`src/logic/ppm_pkg.sv`:
```
package ppm_pkg;

   // ----------------------------------------------------------------
   // bus and address map
   // ----------------------------------------------------------------
   localparam int ADDR_W = 16;
   localparam int IO_ADDR_W = 11;
   localparam int CFG_SPACE_BIT = 15;
   localparam int IO_ADDR_LSB = 2;
   localparam int IO_ADDR_MSB = 12;
   localparam logic [15:0] CFG_CTRL_ADDR = 16'h8000;
   localparam logic [15:0] CFG_BASE_ADDR = 16'h8004;

   // port window offsets, each a register index (byte address = 4 x index)
   localparam logic [10:0] OFS_DATA = 11'h000;
   localparam logic [10:0] OFS_STATUS = 11'h001;
   localparam logic [10:0] OFS_CONTROL = 11'h002;
   localparam logic [10:0] OFS_STD_HI = 11'h003;
   localparam logic [10:0] OFS_EPP_LO = 11'h004;
   localparam logic [10:0] OFS_EPP_HI = 11'h007;
   localparam logic [10:0] OFS_ECP_LO = 11'h400;
   localparam logic [10:0] OFS_ECP_HI = 11'h403;

   // ----------------------------------------------------------------
   // field positions and reset values
   // ----------------------------------------------------------------
   localparam int CTL_STROBE = 0;
   localparam int CTL_AUTOFD = 1;
   localparam int CTL_INIT = 2;
   localparam int CTL_SELECT = 3;
   localparam int CTL_IRQ_EN = 4;
   localparam int CTL_DIR = 5;
   localparam logic [7:0] CTL_WR_MASK = 8'h3F;
   localparam logic [7:0] CTL_RESET = 8'h00;
   localparam logic [3:0] CTL_INVERT_MASK = 4'hB;

   localparam int ST_FAULT = 3;
   localparam int ST_ONLINE = 4;
   localparam int ST_PAPER = 5;
   localparam int ST_ACK = 6;
   localparam int ST_BUSY = 7;

   // order of the synchronised status input vector
   localparam int IN_FAULT = 0;
   localparam int IN_ONLINE = 1;
   localparam int IN_PAPER = 2;
   localparam int IN_ACK = 3;
   localparam int IN_BUSY = 4;
   localparam int IN_W = 5;

   localparam int CFG_EN_BIT = 0;
   localparam int CFG_MODE_LSB = 1;
   localparam int CFG_MODE_MSB = 2;
   localparam logic [10:0] CFG_BASE_RESET = 11'h000;
   localparam logic [7:0] DATA_RESET = 8'h00;

   // ----------------------------------------------------------------
   // timing
   // ----------------------------------------------------------------
   localparam int CLK_PERIOD_NS = 10;
   localparam int IRQ_PULSE_NS = 100;
   localparam int IRQ_PULSE_CYC = (IRQ_PULSE_NS + CLK_PERIOD_NS - 1) / CLK_PERIOD_NS;
   localparam int EPP_TIMEOUT_NS = 10000;
   localparam int EPP_TIMEOUT_CYC = EPP_TIMEOUT_NS / CLK_PERIOD_NS;

   // ----------------------------------------------------------------
   // types
   // ----------------------------------------------------------------
   typedef enum logic [1:0] {
      PPM_MODE_SPP = 2'h0,
      PPM_MODE_EPP = 2'h1,
      PPM_MODE_ECP = 2'h2
   } ppm_mode_t;

   typedef enum logic [2:0] {
      S_IDLE = 3'h1,
      S_EPP_WAIT = 3'h2,
      S_RESP = 3'h4
   } ppm_state_t;

endpackage

```
`src/logic/ppm_pin_if.sv`:
```
`timescale 1ns/1ps
interface ppm_pin_if;
   logic [3:0] ctl_req;
   logic enhanced;
   logic pwr_ok;
   logic [3:0] pin_out;
   logic [3:0] pin_oe;

   modport core (output ctl_req, output enhanced, output pwr_ok, input pin_out, input pin_oe);
   modport drv (input ctl_req, input enhanced, input pwr_ok, output pin_out, output pin_oe);
endinterface

```
`src/logic/ppm_top.sv`:
```
// Local design decisions: the register offsets and the APB register port.
`timescale 1ns/1ps
module ppm_top #(
   parameter int IRQ_PULSE = ppm_pkg::IRQ_PULSE_CYC,
   parameter int EPP_TIMEOUT = ppm_pkg::EPP_TIMEOUT_CYC
) (
   input wire logic pclk,
   input wire logic presetn,
   input wire logic psel,
   input wire logic penable,
   input wire logic pwrite,
   input wire logic [ppm_pkg::ADDR_W-1:0] paddr,
   input wire logic [31:0] pwdata,
   output logic [31:0] prdata,
   output logic pready,
   output logic pslverr,
   output logic printer_select_out,
   output logic printer_select_oe,
   output logic printer_initialise_out,
   output logic printer_initialise_oe,
   output logic auto_line_feed_out,
   output logic auto_line_feed_oe,
   output logic data_strobe_out,
   output logic data_strobe_oe,
   input wire logic printer_busy_in,
   input wire logic printer_acknowledge_in,
   input wire logic paper_out_in,
   input wire logic printer_online_in,
   input wire logic printer_fault_in,
   input wire logic [7:0] port_data_in,
   output logic [7:0] port_data_out,
   output logic port_data_oe,
   input wire logic power_valid_in,
   output logic irq_out,
   output logic irq_oe
);
   import ppm_pkg::*;

   // ----------------------------------------------------------------
   // input synchronisers
   // ----------------------------------------------------------------
   logic [IN_W-1:0] st_raw;
   logic [IN_W-1:0] st_s;
   logic [IN_W-1:0] st_g;
   logic [7:0] pd_s;
   logic pwr_ok;

   assign st_raw = {printer_busy_in, printer_acknowledge_in, paper_out_in,
                    printer_online_in, printer_fault_in};

   ppm_sync #(.W(IN_W)) u_sync_st (
      .pclk(pclk),
      .presetn(presetn),
      .d(st_raw),
      .q(st_s)
   );

   ppm_sync #(.W(8)) u_sync_pd (
      .pclk(pclk),
      .presetn(presetn),
      .d(port_data_in),
      .q(pd_s)
   );

   ppm_sync #(.W(1)) u_sync_pwr (
      .pclk(pclk),
      .presetn(presetn),
      .d(power_valid_in),
      .q(pwr_ok)
   );

   // disconnected inputs read as low
   assign st_g = pwr_ok ? st_s : '0;

   // ----------------------------------------------------------------
   // registers
   // ----------------------------------------------------------------
   logic cfg_en;
   ppm_mode_t cfg_mode;
   logic [10:0] cfg_base;
   logic [7:0] ctl_reg;
   logic [7:0] data_reg;
   logic [7:0] ecp_reg [4];
   ppm_state_t state;
   logic epp_wr;
   logic [10:0] epp_cnt;
   logic [7:0] irq_cnt;
   logic ack_prev;
   logic enhanced;

   assign enhanced = (cfg_mode == PPM_MODE_EPP) || (cfg_mode == PPM_MODE_ECP);

   // ----------------------------------------------------------------
   // address decode
   // ----------------------------------------------------------------
   logic cfg_space;
   logic [10:0] io_addr;
   logic [10:0] rel;
   logic hit_std;
   logic hit_epp;
   logic hit_ecp;
   logic hit_ctrl;
   logic hit_base;
   logic addr_ok;
   logic acc_ok;
   logic setup;
   logic wr_fire;
   logic [7:0] status_byte;
   logic [7:0] rd_byte;

   assign cfg_space = paddr[CFG_SPACE_BIT];
   assign io_addr = paddr[IO_ADDR_MSB:IO_ADDR_LSB];
   assign rel = io_addr - cfg_base;
   // decode depends on cfg_en, cfg_mode and the offset from cfg_base
   assign hit_std = cfg_en && (rel <= OFS_STD_HI);
   assign hit_epp = cfg_en && (cfg_mode == PPM_MODE_EPP) && (rel >= OFS_EPP_LO)
                    && (rel <= OFS_EPP_HI);
   assign hit_ecp = cfg_en && (cfg_mode == PPM_MODE_ECP) && (rel >= OFS_ECP_LO)
                    && (rel <= OFS_ECP_HI);
   assign hit_ctrl = (paddr == CFG_CTRL_ADDR);
   assign hit_base = (paddr == CFG_BASE_ADDR);
   assign addr_ok = cfg_space ? (hit_ctrl || hit_base)
                    : ((paddr[14:13] == 2'h0) && (hit_std || hit_epp || hit_ecp));
   assign acc_ok = addr_ok && pwr_ok && (paddr[1:0] == 2'h0);

   assign setup = psel && !penable;
   assign pready = (state == S_RESP);
   assign wr_fire = psel && penable && pready && pwrite && !pslverr;

   assign status_byte = {~st_g[IN_BUSY], st_g[IN_ACK], st_g[IN_PAPER],
                         st_g[IN_ONLINE], st_g[IN_FAULT], 3'h0};

   always_comb begin
      rd_byte = 8'h00;
      if (cfg_space) begin
         if (hit_ctrl) begin
            rd_byte = {5'h00, cfg_mode, cfg_en};
         end else if (hit_base) begin
            rd_byte = cfg_base[7:0];
         end
      end else if (hit_ecp) begin
         rd_byte = ecp_reg[rel[1:0]];
      end else if (hit_std) begin
         unique case (rel)
            OFS_DATA: rd_byte = data_reg;
            OFS_STATUS: rd_byte = status_byte;
            OFS_CONTROL: rd_byte = ctl_reg;
            default: rd_byte = 8'h00;
         endcase
      end
   end

   // ----------------------------------------------------------------
   // bus sequencer
   // ----------------------------------------------------------------
   always_ff @(posedge pclk or negedge presetn) begin
      if (!presetn) begin
         state <= S_IDLE;
         prdata <= 32'h0000_0000;
         pslverr <= 1'b0;
         epp_wr <= 1'b0;
         epp_cnt <= 11'h000;
      end else begin
         unique case (state)
            S_IDLE: begin
               if (setup) begin
                  if (acc_ok && !cfg_space && hit_epp) begin
                     state <= S_EPP_WAIT;
                     epp_wr <= pwrite;
                     epp_cnt <= 11'(EPP_TIMEOUT);
                  end else begin
                     state <= S_RESP;
                     prdata <= acc_ok ? {24'h000000, rd_byte} : 32'h0000_0000;
                     pslverr <= !acc_ok;
                  end
               end
            end
            S_EPP_WAIT: begin
               // peripheral raises busy when the cycle may end
               if (st_g[IN_BUSY] || !pwr_ok || epp_cnt == 11'h000) begin
                  state <= S_RESP;
                  // refused or write cycles return zero data
                  prdata <= {24'h000000, (epp_wr || !st_g[IN_BUSY]) ? 8'h00 : pd_s};
                  pslverr <= !st_g[IN_BUSY];
               end else begin
                  epp_cnt <= epp_cnt - 11'h001;
               end
            end
            S_RESP: begin
               state <= S_IDLE;
               pslverr <= 1'b0;
            end
            default: state <= S_IDLE;
         endcase
      end
   end

   // ----------------------------------------------------------------
   // configuration registers
   // ----------------------------------------------------------------
   always_ff @(posedge pclk or negedge presetn) begin
      if (!presetn) begin
         cfg_en <= 1'b0;
         cfg_mode <= PPM_MODE_SPP;
         cfg_base <= CFG_BASE_RESET;
      end else if (wr_fire && cfg_space) begin
         if (hit_ctrl) begin
            cfg_en <= pwdata[CFG_EN_BIT];
            cfg_mode <= ppm_mode_t'(pwdata[CFG_MODE_MSB:CFG_MODE_LSB]);
         end else if (hit_base) begin
            cfg_base <= pwdata[10:0];
         end
      end
   end

   // ----------------------------------------------------------------
   // port registers
   // ----------------------------------------------------------------
   always_ff @(posedge pclk or negedge presetn) begin
      if (!presetn) begin
         ctl_reg <= CTL_RESET;
      end else if (wr_fire && !cfg_space && hit_std && rel == OFS_CONTROL) begin
         ctl_reg <= pwdata[7:0] & CTL_WR_MASK;
      end
   end

   always_ff @(posedge pclk or negedge presetn) begin
      if (!presetn) begin
         data_reg <= DATA_RESET;
      end else if (wr_fire && !cfg_space && hit_std && rel == OFS_DATA) begin
         data_reg <= pwdata[7:0];
      end else if (state == S_IDLE && setup && acc_ok && !cfg_space && hit_epp
                   && pwrite) begin
         data_reg <= pwdata[7:0];
      end
   end

   for (genvar i = 0; i < 4; i++) begin : g_ecp
      always_ff @(posedge pclk or negedge presetn) begin
         if (!presetn) begin
            ecp_reg[i] <= 8'h00;
         end else if (wr_fire && !cfg_space && hit_ecp && rel[1:0] == 2'(i)) begin
            ecp_reg[i] <= pwdata[7:0];
         end
      end
   end

   // ----------------------------------------------------------------
   // port data lines
   // ----------------------------------------------------------------
   logic epp_active;

   assign epp_active = (state == S_EPP_WAIT);

   always_ff @(posedge pclk or negedge presetn) begin
      if (!presetn) begin
         port_data_out <= 8'h00;
         port_data_oe <= 1'b0;
      end else begin
         port_data_out <= data_reg;
         port_data_oe <= pwr_ok && !ctl_reg[CTL_DIR] && !(epp_active && !epp_wr);
      end
   end

   // ----------------------------------------------------------------
   // control pins
   // ----------------------------------------------------------------
   ppm_pin_if pins ();

   // an EPP cycle raises the auto line feed request, and the strobe request on writes
   assign pins.ctl_req = ctl_reg[3:0] | (epp_active ? {2'h0, 1'h1, epp_wr} : 4'h0);
   assign pins.enhanced = enhanced;
   assign pins.pwr_ok = pwr_ok;

   ppm_pin_drive u_drive (
      .pclk(pclk),
      .presetn(presetn),
      .p(pins.drv)
   );

   assign data_strobe_out = pins.pin_out[CTL_STROBE];
   assign data_strobe_oe = pins.pin_oe[CTL_STROBE];
   assign auto_line_feed_out = pins.pin_out[CTL_AUTOFD];
   assign auto_line_feed_oe = pins.pin_oe[CTL_AUTOFD];
   assign printer_initialise_out = pins.pin_out[CTL_INIT];
   assign printer_initialise_oe = pins.pin_oe[CTL_INIT];
   assign printer_select_out = pins.pin_out[CTL_SELECT];
   assign printer_select_oe = pins.pin_oe[CTL_SELECT];

   // ----------------------------------------------------------------
   // interrupt line
   // ----------------------------------------------------------------
   logic ack_fall;

   assign ack_fall = ack_prev && !st_g[IN_ACK];

   always_ff @(posedge pclk or negedge presetn) begin
      if (!presetn) begin
         ack_prev <= 1'b0;
         irq_cnt <= 8'h00;
      end else begin
         ack_prev <= st_g[IN_ACK];
         if (enhanced && cfg_en && ctl_reg[CTL_IRQ_EN] && ack_fall) begin
            irq_cnt <= 8'(IRQ_PULSE);
         end else if (irq_cnt != 8'h00) begin
            irq_cnt <= irq_cnt - 8'h01;
         end
      end
   end

   always_ff @(posedge pclk or negedge presetn) begin
      if (!presetn) begin
         irq_out <= 1'b0;
         irq_oe <= 1'b0;
      end else if (!pwr_ok) begin
         irq_out <= 1'b0;
         irq_oe <= 1'b0;
      end else if (enhanced) begin
         // shared line: drive low for the pulse, else release
         irq_out <= 1'b0;
         irq_oe <= (irq_cnt != 8'h00);
      end else begin
         irq_out <= ctl_reg[CTL_IRQ_EN] && !st_g[IN_ACK];
         irq_oe <= cfg_en;
      end
   end

endmodule

```
`src/logic/ppm_sync.sv`:
```
`timescale 1ns/1ps
module ppm_sync #(
   parameter int W = 1
) (
   input wire logic pclk,
   input wire logic presetn,
   input wire logic [W-1:0] d,
   output logic [W-1:0] q
);
   logic [W-1:0] meta;

   always_ff @(posedge pclk or negedge presetn) begin
      if (!presetn) begin
         meta <= '0;
         q <= '0;
      end else begin
         meta <= d;
         q <= meta;
      end
   end
endmodule

```
`src/logic/ppm_pin_drive.sv`:
```
`timescale 1ns/1ps
module ppm_pin_drive (
   input wire logic pclk,
   input wire logic presetn,
   ppm_pin_if.drv p
);
   import ppm_pkg::*;

   logic [3:0] out_q;
   logic [3:0] oe_q;

   // ----------------------------------------------------------------
   // one driver per control line
   // ----------------------------------------------------------------
   for (genvar i = 0; i < 4; i++) begin : g_line
      logic lvl;
      assign lvl = p.ctl_req[i] ^ CTL_INVERT_MASK[i];
      always_ff @(posedge pclk or negedge presetn) begin
         if (!presetn) begin
            out_q[i] <= 1'b0;
            oe_q[i] <= 1'b0;
         end else if (!p.pwr_ok) begin
            out_q[i] <= 1'b0;
            oe_q[i] <= 1'b0;
         end else if (p.enhanced) begin
            out_q[i] <= lvl;
            oe_q[i] <= 1'b1;
         end else begin
            // open drain: pull low only
            out_q[i] <= 1'b0;
            oe_q[i] <= ~lvl;
         end
      end
   end

   assign p.pin_out = out_q;
   assign p.pin_oe = oe_q;
endmodule

```
`config.mk`:
```
export PLATFORM = sky130hd
export DESIGN_NAME = ppm_top
export DESIGN_NICKNAME = d
export VERILOG_FILES = /design/src/logic/ppm_pkg.sv /design/src/logic/ppm_pin_if.sv /design/src/logic/ppm_top.sv /design/src/logic/ppm_sync.sv /design/src/logic/ppm_pin_drive.sv
export SDC_FILE = /design/constraint.sdc
export NUM_CORES = 1
export LEC_CHECK = 0
export BUFFER_PORTS_ARGS = -buffer_cell sky130_fd_sc_hd__buf_2
export CORE_AREA = 2 2 113 115
export CTS_CLUSTER_SIZE = 25
export DETAILED_ROUTE_END_ITERATION = 12
export DIE_AREA = 0 0 115 117
export PLACE_DENSITY_LB_ADDON = 0.12
export SETUP_SLACK_MARGIN = 0.15
export SLEW_MARGIN = 20
export SYNTH_ARGS = -nofsm -noshare
export SYNTH_HDL_FRONTEND = slang
export SYNTH_HIERARCHICAL = 1
export SYNTH_SLANG_ARGS = --single-unit
export TNS_END_PERCENT = 50
```
`constraint.sdc`:
```
create_clock -name pclk -period 4.89 [get_ports pclk]
set_input_delay 0.978 -clock pclk [delete_from_list [all_inputs] [get_ports pclk]]
set_output_delay 0.978 -clock pclk [all_outputs]
set_load 0.05 [all_outputs]
```
## Word-level counts from Yosys, hierarchy flattened

Index checks and enable logic that the tools add are counted.

- Multiplexer cells: 54
- Shift-type cells: 0
- Divide/modulo/power cells: 0
- Reduce and logical (&&, ||, !) cells: 74
- $lt $le $gt $ge: 6
- Multipliers: 0
- Add/subtract/negate cells: 3
- Bitwise logic cells: 8
- Eq/ne operators: 17

Operator list:

| operator | number |
|---|---|
| $mux 8 | 13 |
| $mux 32 | 3 |
| $pmux 32 s2 | 1 |
| $logic_and 1x1->1 | 40 |
| $mux 11 | 3 |
| $eq 16x16->1 const B | 2 |
| $mux 1 | 24 |
| $pmux 8 s3 | 1 |
| $logic_not 11->1 | 2 |
| $pmux 11 s2 | 1 |
| $bmux 8 s2 | 1 |
| $reduce_and 4->1 | 3 |
| $eq 11x1->1 const B | 1 |
| $eq 11x2->1 const B | 1 |
| $ge 11x11->1 const B | 1 |
| $ge 11x3->1 const B | 1 |
| $le 11x11->1 const B | 1 |
| $le 11x2->1 const B | 1 |
| $le 11x3->1 const B | 1 |
| $sub 11x1->11 const B | 1 |
| $sub 11x11->11 | 1 |
| $logic_not 1->1 | 10 |
| $mux 3 | 3 |
| $ne 2x2->1 const B | 4 |
| other kinds (22) | 42 |

- Bits in writable memories: 0
- Logic and storage cells: 196
- Latch bits: 0
- Memories: 0
- Bits in registers: 164
- Bits in read-only memories: 0
- Bits of input ports: 67

## Logic depth before layout (Yosys ltp)

- Depth after elaboration: 16
- Depth in mapped cells: 14

## Cells and area by module

The synthesis kept the hierarchy.

Modules (own cells, without submodules):

| module | area each (um^2) | instances | cells an instance | sequential area each (um^2) |
|---|---|---|---|---|
| ppm_top | 5651.7 | 1 | 498 | 2603.7 |
| ppm_sync (u_sync_pd) | 400.4 | 1 | 16 | 400.4 |
| ppm_pin_drive | 257.7 | 1 | 18 | 200.2 |
| ppm_sync (u_sync_st) | 250.2 | 1 | 10 | 250.2 |
| ppm_sync (u_sync_pwr) | 50.0 | 1 | 2 | 50.0 |

## Worst setup path after synthesis

Ideal clock, no wire load.

- Kind: input to register
- From: input paddr[2] (netlist name)
- To: register ecp_reg[24] (netlist name)
- Stages on the path: 14
- Data required time: 4.765 ns
- Path slack: 0.574 ns
- Path buffers: 2
- Arrival: 4.191 ns
- Path through: clkbuf_1 -> inv_1 -> ha_1 -> inv_1 -> fa_1 -> a211oi_2 -> or3_1 -> o2111ai_1 -> a2111o_1 -> nor4_4 -> inv_2 -> or3_1 -> buf_6 -> mux2_4

- Longest elaborated chain between the ends: 6

RTL lines:

| element | RTL line | source |
|---|---|---|
| start: declaration | ppm_top.sv:12 | `input wire logic [ppm_pkg::ADDR_W-1:0] paddr,` |
| $sub 11x11->11 * | ppm_top.sv:113 | `assign rel = io_addr - cfg_base;` |
| $ge 11x11->1 | ppm_top.sv:118 | `assign hit_ecp = cfg_en && (cfg_mode == PPM_MODE_ECP) && (rel >= OFS_ECP_LO)` |
| $logic_and 1x1->1 | ppm_top.sv:118 |  |
| $logic_and 1x1->1 | ppm_top.sv:119 | `&& (rel <= OFS_ECP_HI);` |
| $logic_and 1x1->1 | ppm_top.sv:242 | `end else if (wr_fire && !cfg_space && hit_ecp && rel[1:0] == 2'(i)) begin` |
| $logic_and 1x1->1 * | ppm_top.sv:242 |  |
| end signal: indexed assignment | ppm_top.sv:243 | `ecp_reg[i] <= pwdata[7:0];` |
| end: declaration | ppm_top.sv:83 | `logic [7:0] ecp_reg [4];` |

Every way passes the cells marked *; elsewhere a longest branch is shown, timed or not.
A chain may end at the register's enable or synchronous reset.

## Worst setup path in the final report

- From: input paddr[2] (netlist name)
- To: register ecp_reg[28] (netlist name)

The elaborated chain is that of the path after synthesis.

==> summary.md <==
| Metric | Value |
|---|---|
| Status | finished clean |
| Period utilization | 0.8589 |
| Max reg flops | 32 |
| Clock sink count | 140 |
| Layout area overhead | 16.77% |
| Synth area leader | dfrtp_1 |
| Routed Antenna Nets | 0 |
| Max Root-Sink Buffers | 2 |
| CTS tree | built |
| Peak supply drop | 240.3 µV |
| Commonest non-fill, non-tap cell in the layout | dfrtp_1 |
| Total of fill cells in the finished design | 991 |
| Crit path launch type | primary input |
| Setup CP Type | in -> reg |
| Buffers on Ports | 74 |
| Final HPWL DP | 10.55 mm |
| Share of cells above drive strength 1 | 0.3026 |
| H-tree Lvls | 4 |
| Cell leakage power | 3.743 nW |
| Total power draw | 2.692 mW |
| I/O pin cnt | 120 |
| Initial antenna violation count | 0 |
| Fmax | 0.2381 GHz |
| Syn Std Cell Area | 6610 µm² |
| Crit path required time | 5190 ps |
| Most used DFF post-synth | dfrtp_1 |
| TritonCTS Buffers | 17 |
| Endpoint class of the critical path | flop |
| Worst-skew pair later-pin latency | 420 ps |
| Largest net degree at the start of global routing | 104 |
| Drt pass-1 iters | 4 |
| Synthesis Warnings | 6 |
| PD cells | 348.7 nW/µm² |
| RSZ-0062 raised after global routing | false |
| Number of synthesized register bits | 140 |
| Synth area leaders | dfrtp_1 (53%), mux2_2 (9.2%), ha_1 (2.8%), buf_4 (2.7%), mux4_2 (2.7%) |
| Commonest cells after routing, fill and taps aside | dfrtp_1 (139), buf_2 (73), mux2_2 (54), nand2_1 (33) |
| Die H | 117 µm |
| DR vias | 4,576 |
| Max cap viols | 0 |
| Sequential Area | 3505 µm² |
| Final setup fails | 0 |
| DR vias/cell | 5.713 |
| Syn Inst Count | 544 |
| GPL Wtd Cong | 0.8489 |
| First-pass GRT wire length | 24.03 mm |
| Final nets | 721 |
| Die Footprint | 13,460 µm² |
| Post-route DRC | 0 |
| Synth cell types | 71 |
| Clock slew at reported path FFs | 60 ps |
| Root buffer cell | clkbuf_16 |
| Worst-margin pin slew | 1001 ps |
| Clk_skew | 5.315 ps |
| Ant diodes | 0 |
| Horiz. Die Dim | 115 µm |
| Row count | 41 |
| Crit Path Max Fanout | 8 |
| Cells on worst reg2reg path | 11 |
| Worst hold path type | reg -> reg |
| Total global-route track usage | 0.2371 |
| Hold Path Cell Cnt | 0 |
| DR iter-0 viols | 311 |
| Number of flops mapped to enable cells by yosys | 0 |
| Fraction of registers with async set/reset | 1.000 |
| # resized after CTS | 0 |
| Tmin final | 4200 ps |
| Wirelength, routed | 14.65 mm |
| Grt ovf | 0 |
| Critical path data arrival time | 4500 ps |
| Vias in the first global route | 4,646 |
| Worst rel slew slack | 0.3234 |
| Drt wl/cell | 18.29 µm |
| Setup bufs post-CTS | 0 |
| Core Area | 12,310 µm² |
| Mean Syn Cell Area | 12.15 µm² |
| Hold buffers post-CTS | 0 |
| Max Slew Vio Count | 0 |
| Total negative slack | 0 ps |
| Share of the synthesized area in the top cell type | 0.5262 |
| Multi-input gate area in the final layout | 2865 µm² |
| Initial Utilization | 0.5369 |
| Sequential-to-total area share from yosys stat | 0.5302 |
| Hold Fails Final Rpt | 0 |
==> final cells by class <==
class,instances,area share
Multi-Input combinational cell,366,0.3712
Clock inverter,11,0.01718
Sequential cell,140,0.4540
Tap cell,150,0.02432
Inverter,27,0.01313
Timing Repair Buffer,86,0.06046
Clock buffer,21,0.05965
==> critical path, cell delays in order <==
cell	delay (ps)
buf_2	140
inv_1	100
ha_1	170
inv_1	50
fa_1	450
a211oi_2	420
or3_1	170
o2111ai_1	130
a2111o_1	430
nor4_4	340
inv_2	100
or3_1	620
mux2_4	390
==> layer usage <==
layer,share of wire,up-vias,global-route usage
li1,-,2150,-
met1,0.45,2292,0.3093
met2,0.49,110,0.3957
met3,0.035,24,0.04995
met4,0.024,0,0.08675
met5,0,-,0
==> logic make-up (layout without fill, tap and decap cells) <==
kind of cell | Yosys count | count (layout) | synth area share
buffers and inverters | 61 | 145 | 0.04940
AO/OA/AOI/OAI | 110 | 110 | 0.1217
other | 1 | 24 | 0.0005673
XOR/XNOR | 7 | 7 | 0.009275
adder cells (fa/ha/maj) | 16 | 16 | 0.03142
multiplexers | 76 | 76 | 0.1465
flip-flops | 140 | 140 | 0.5302
AND/OR/NAND/NOR | 133 | 133 | 0.1109
==> final timing paths <==
kind | from | to | slack (ps)
max reg2reg | cfg_base[0] | ecp_reg[28] | 1110
max | paddr[2] | ecp_reg[28] | 690
min reg2reg | u_sync_pd/meta[5] | u_sync_pd/q[5] | 350
max in group asynchronous | presetn | cfg_base[5] | 3160
min | u_sync_pd/meta[5] | u_sync_pd/q[5] | 350
min in group asynchronous | presetn | irq_cnt[6] | 660
==> Yosys cell counts, types with 7 or more instances <==
library cell	count
a22o_1	8
nand2_1	33
clkbuf_1	9
ha_1	15
buf_4	24
a21oi_1	20
a22oi_1	9
dfrtp_1	139
inv_1	25
mux4_2	8
mux2_2	54
o21ai_0	20
or3_1	13
nor2_1	25
nand3_1	12
a21o_1	7
mux2_4	8
==> where the power goes <==
group          internal (mW)  leakage [nW]  total, mW  switching (mW)
Combinational         0.0531          1.63      0.210           0.157
Sequential              1.18          1.84       1.19          0.0115
Clock                  0.783         0.273       1.29           0.507
==> per-stage QoR <==
step	instance area (µm²)	util	instances	worst slack, ps	hold slack [ps]
after floorplan	6696	-	567	573.9	331.2
after global placement	7126	0.5788	769	317.2	333.6
after detailed placement	7126	0.5788	769	294.6	334.7
after CTS	7719	0.6269	801	716.8	348.1
after global routing	7719	0.6269	801	464.7	356.5
final	7719	0.6269	801	690.2	346.5
(Power assumes the default switching activity.)
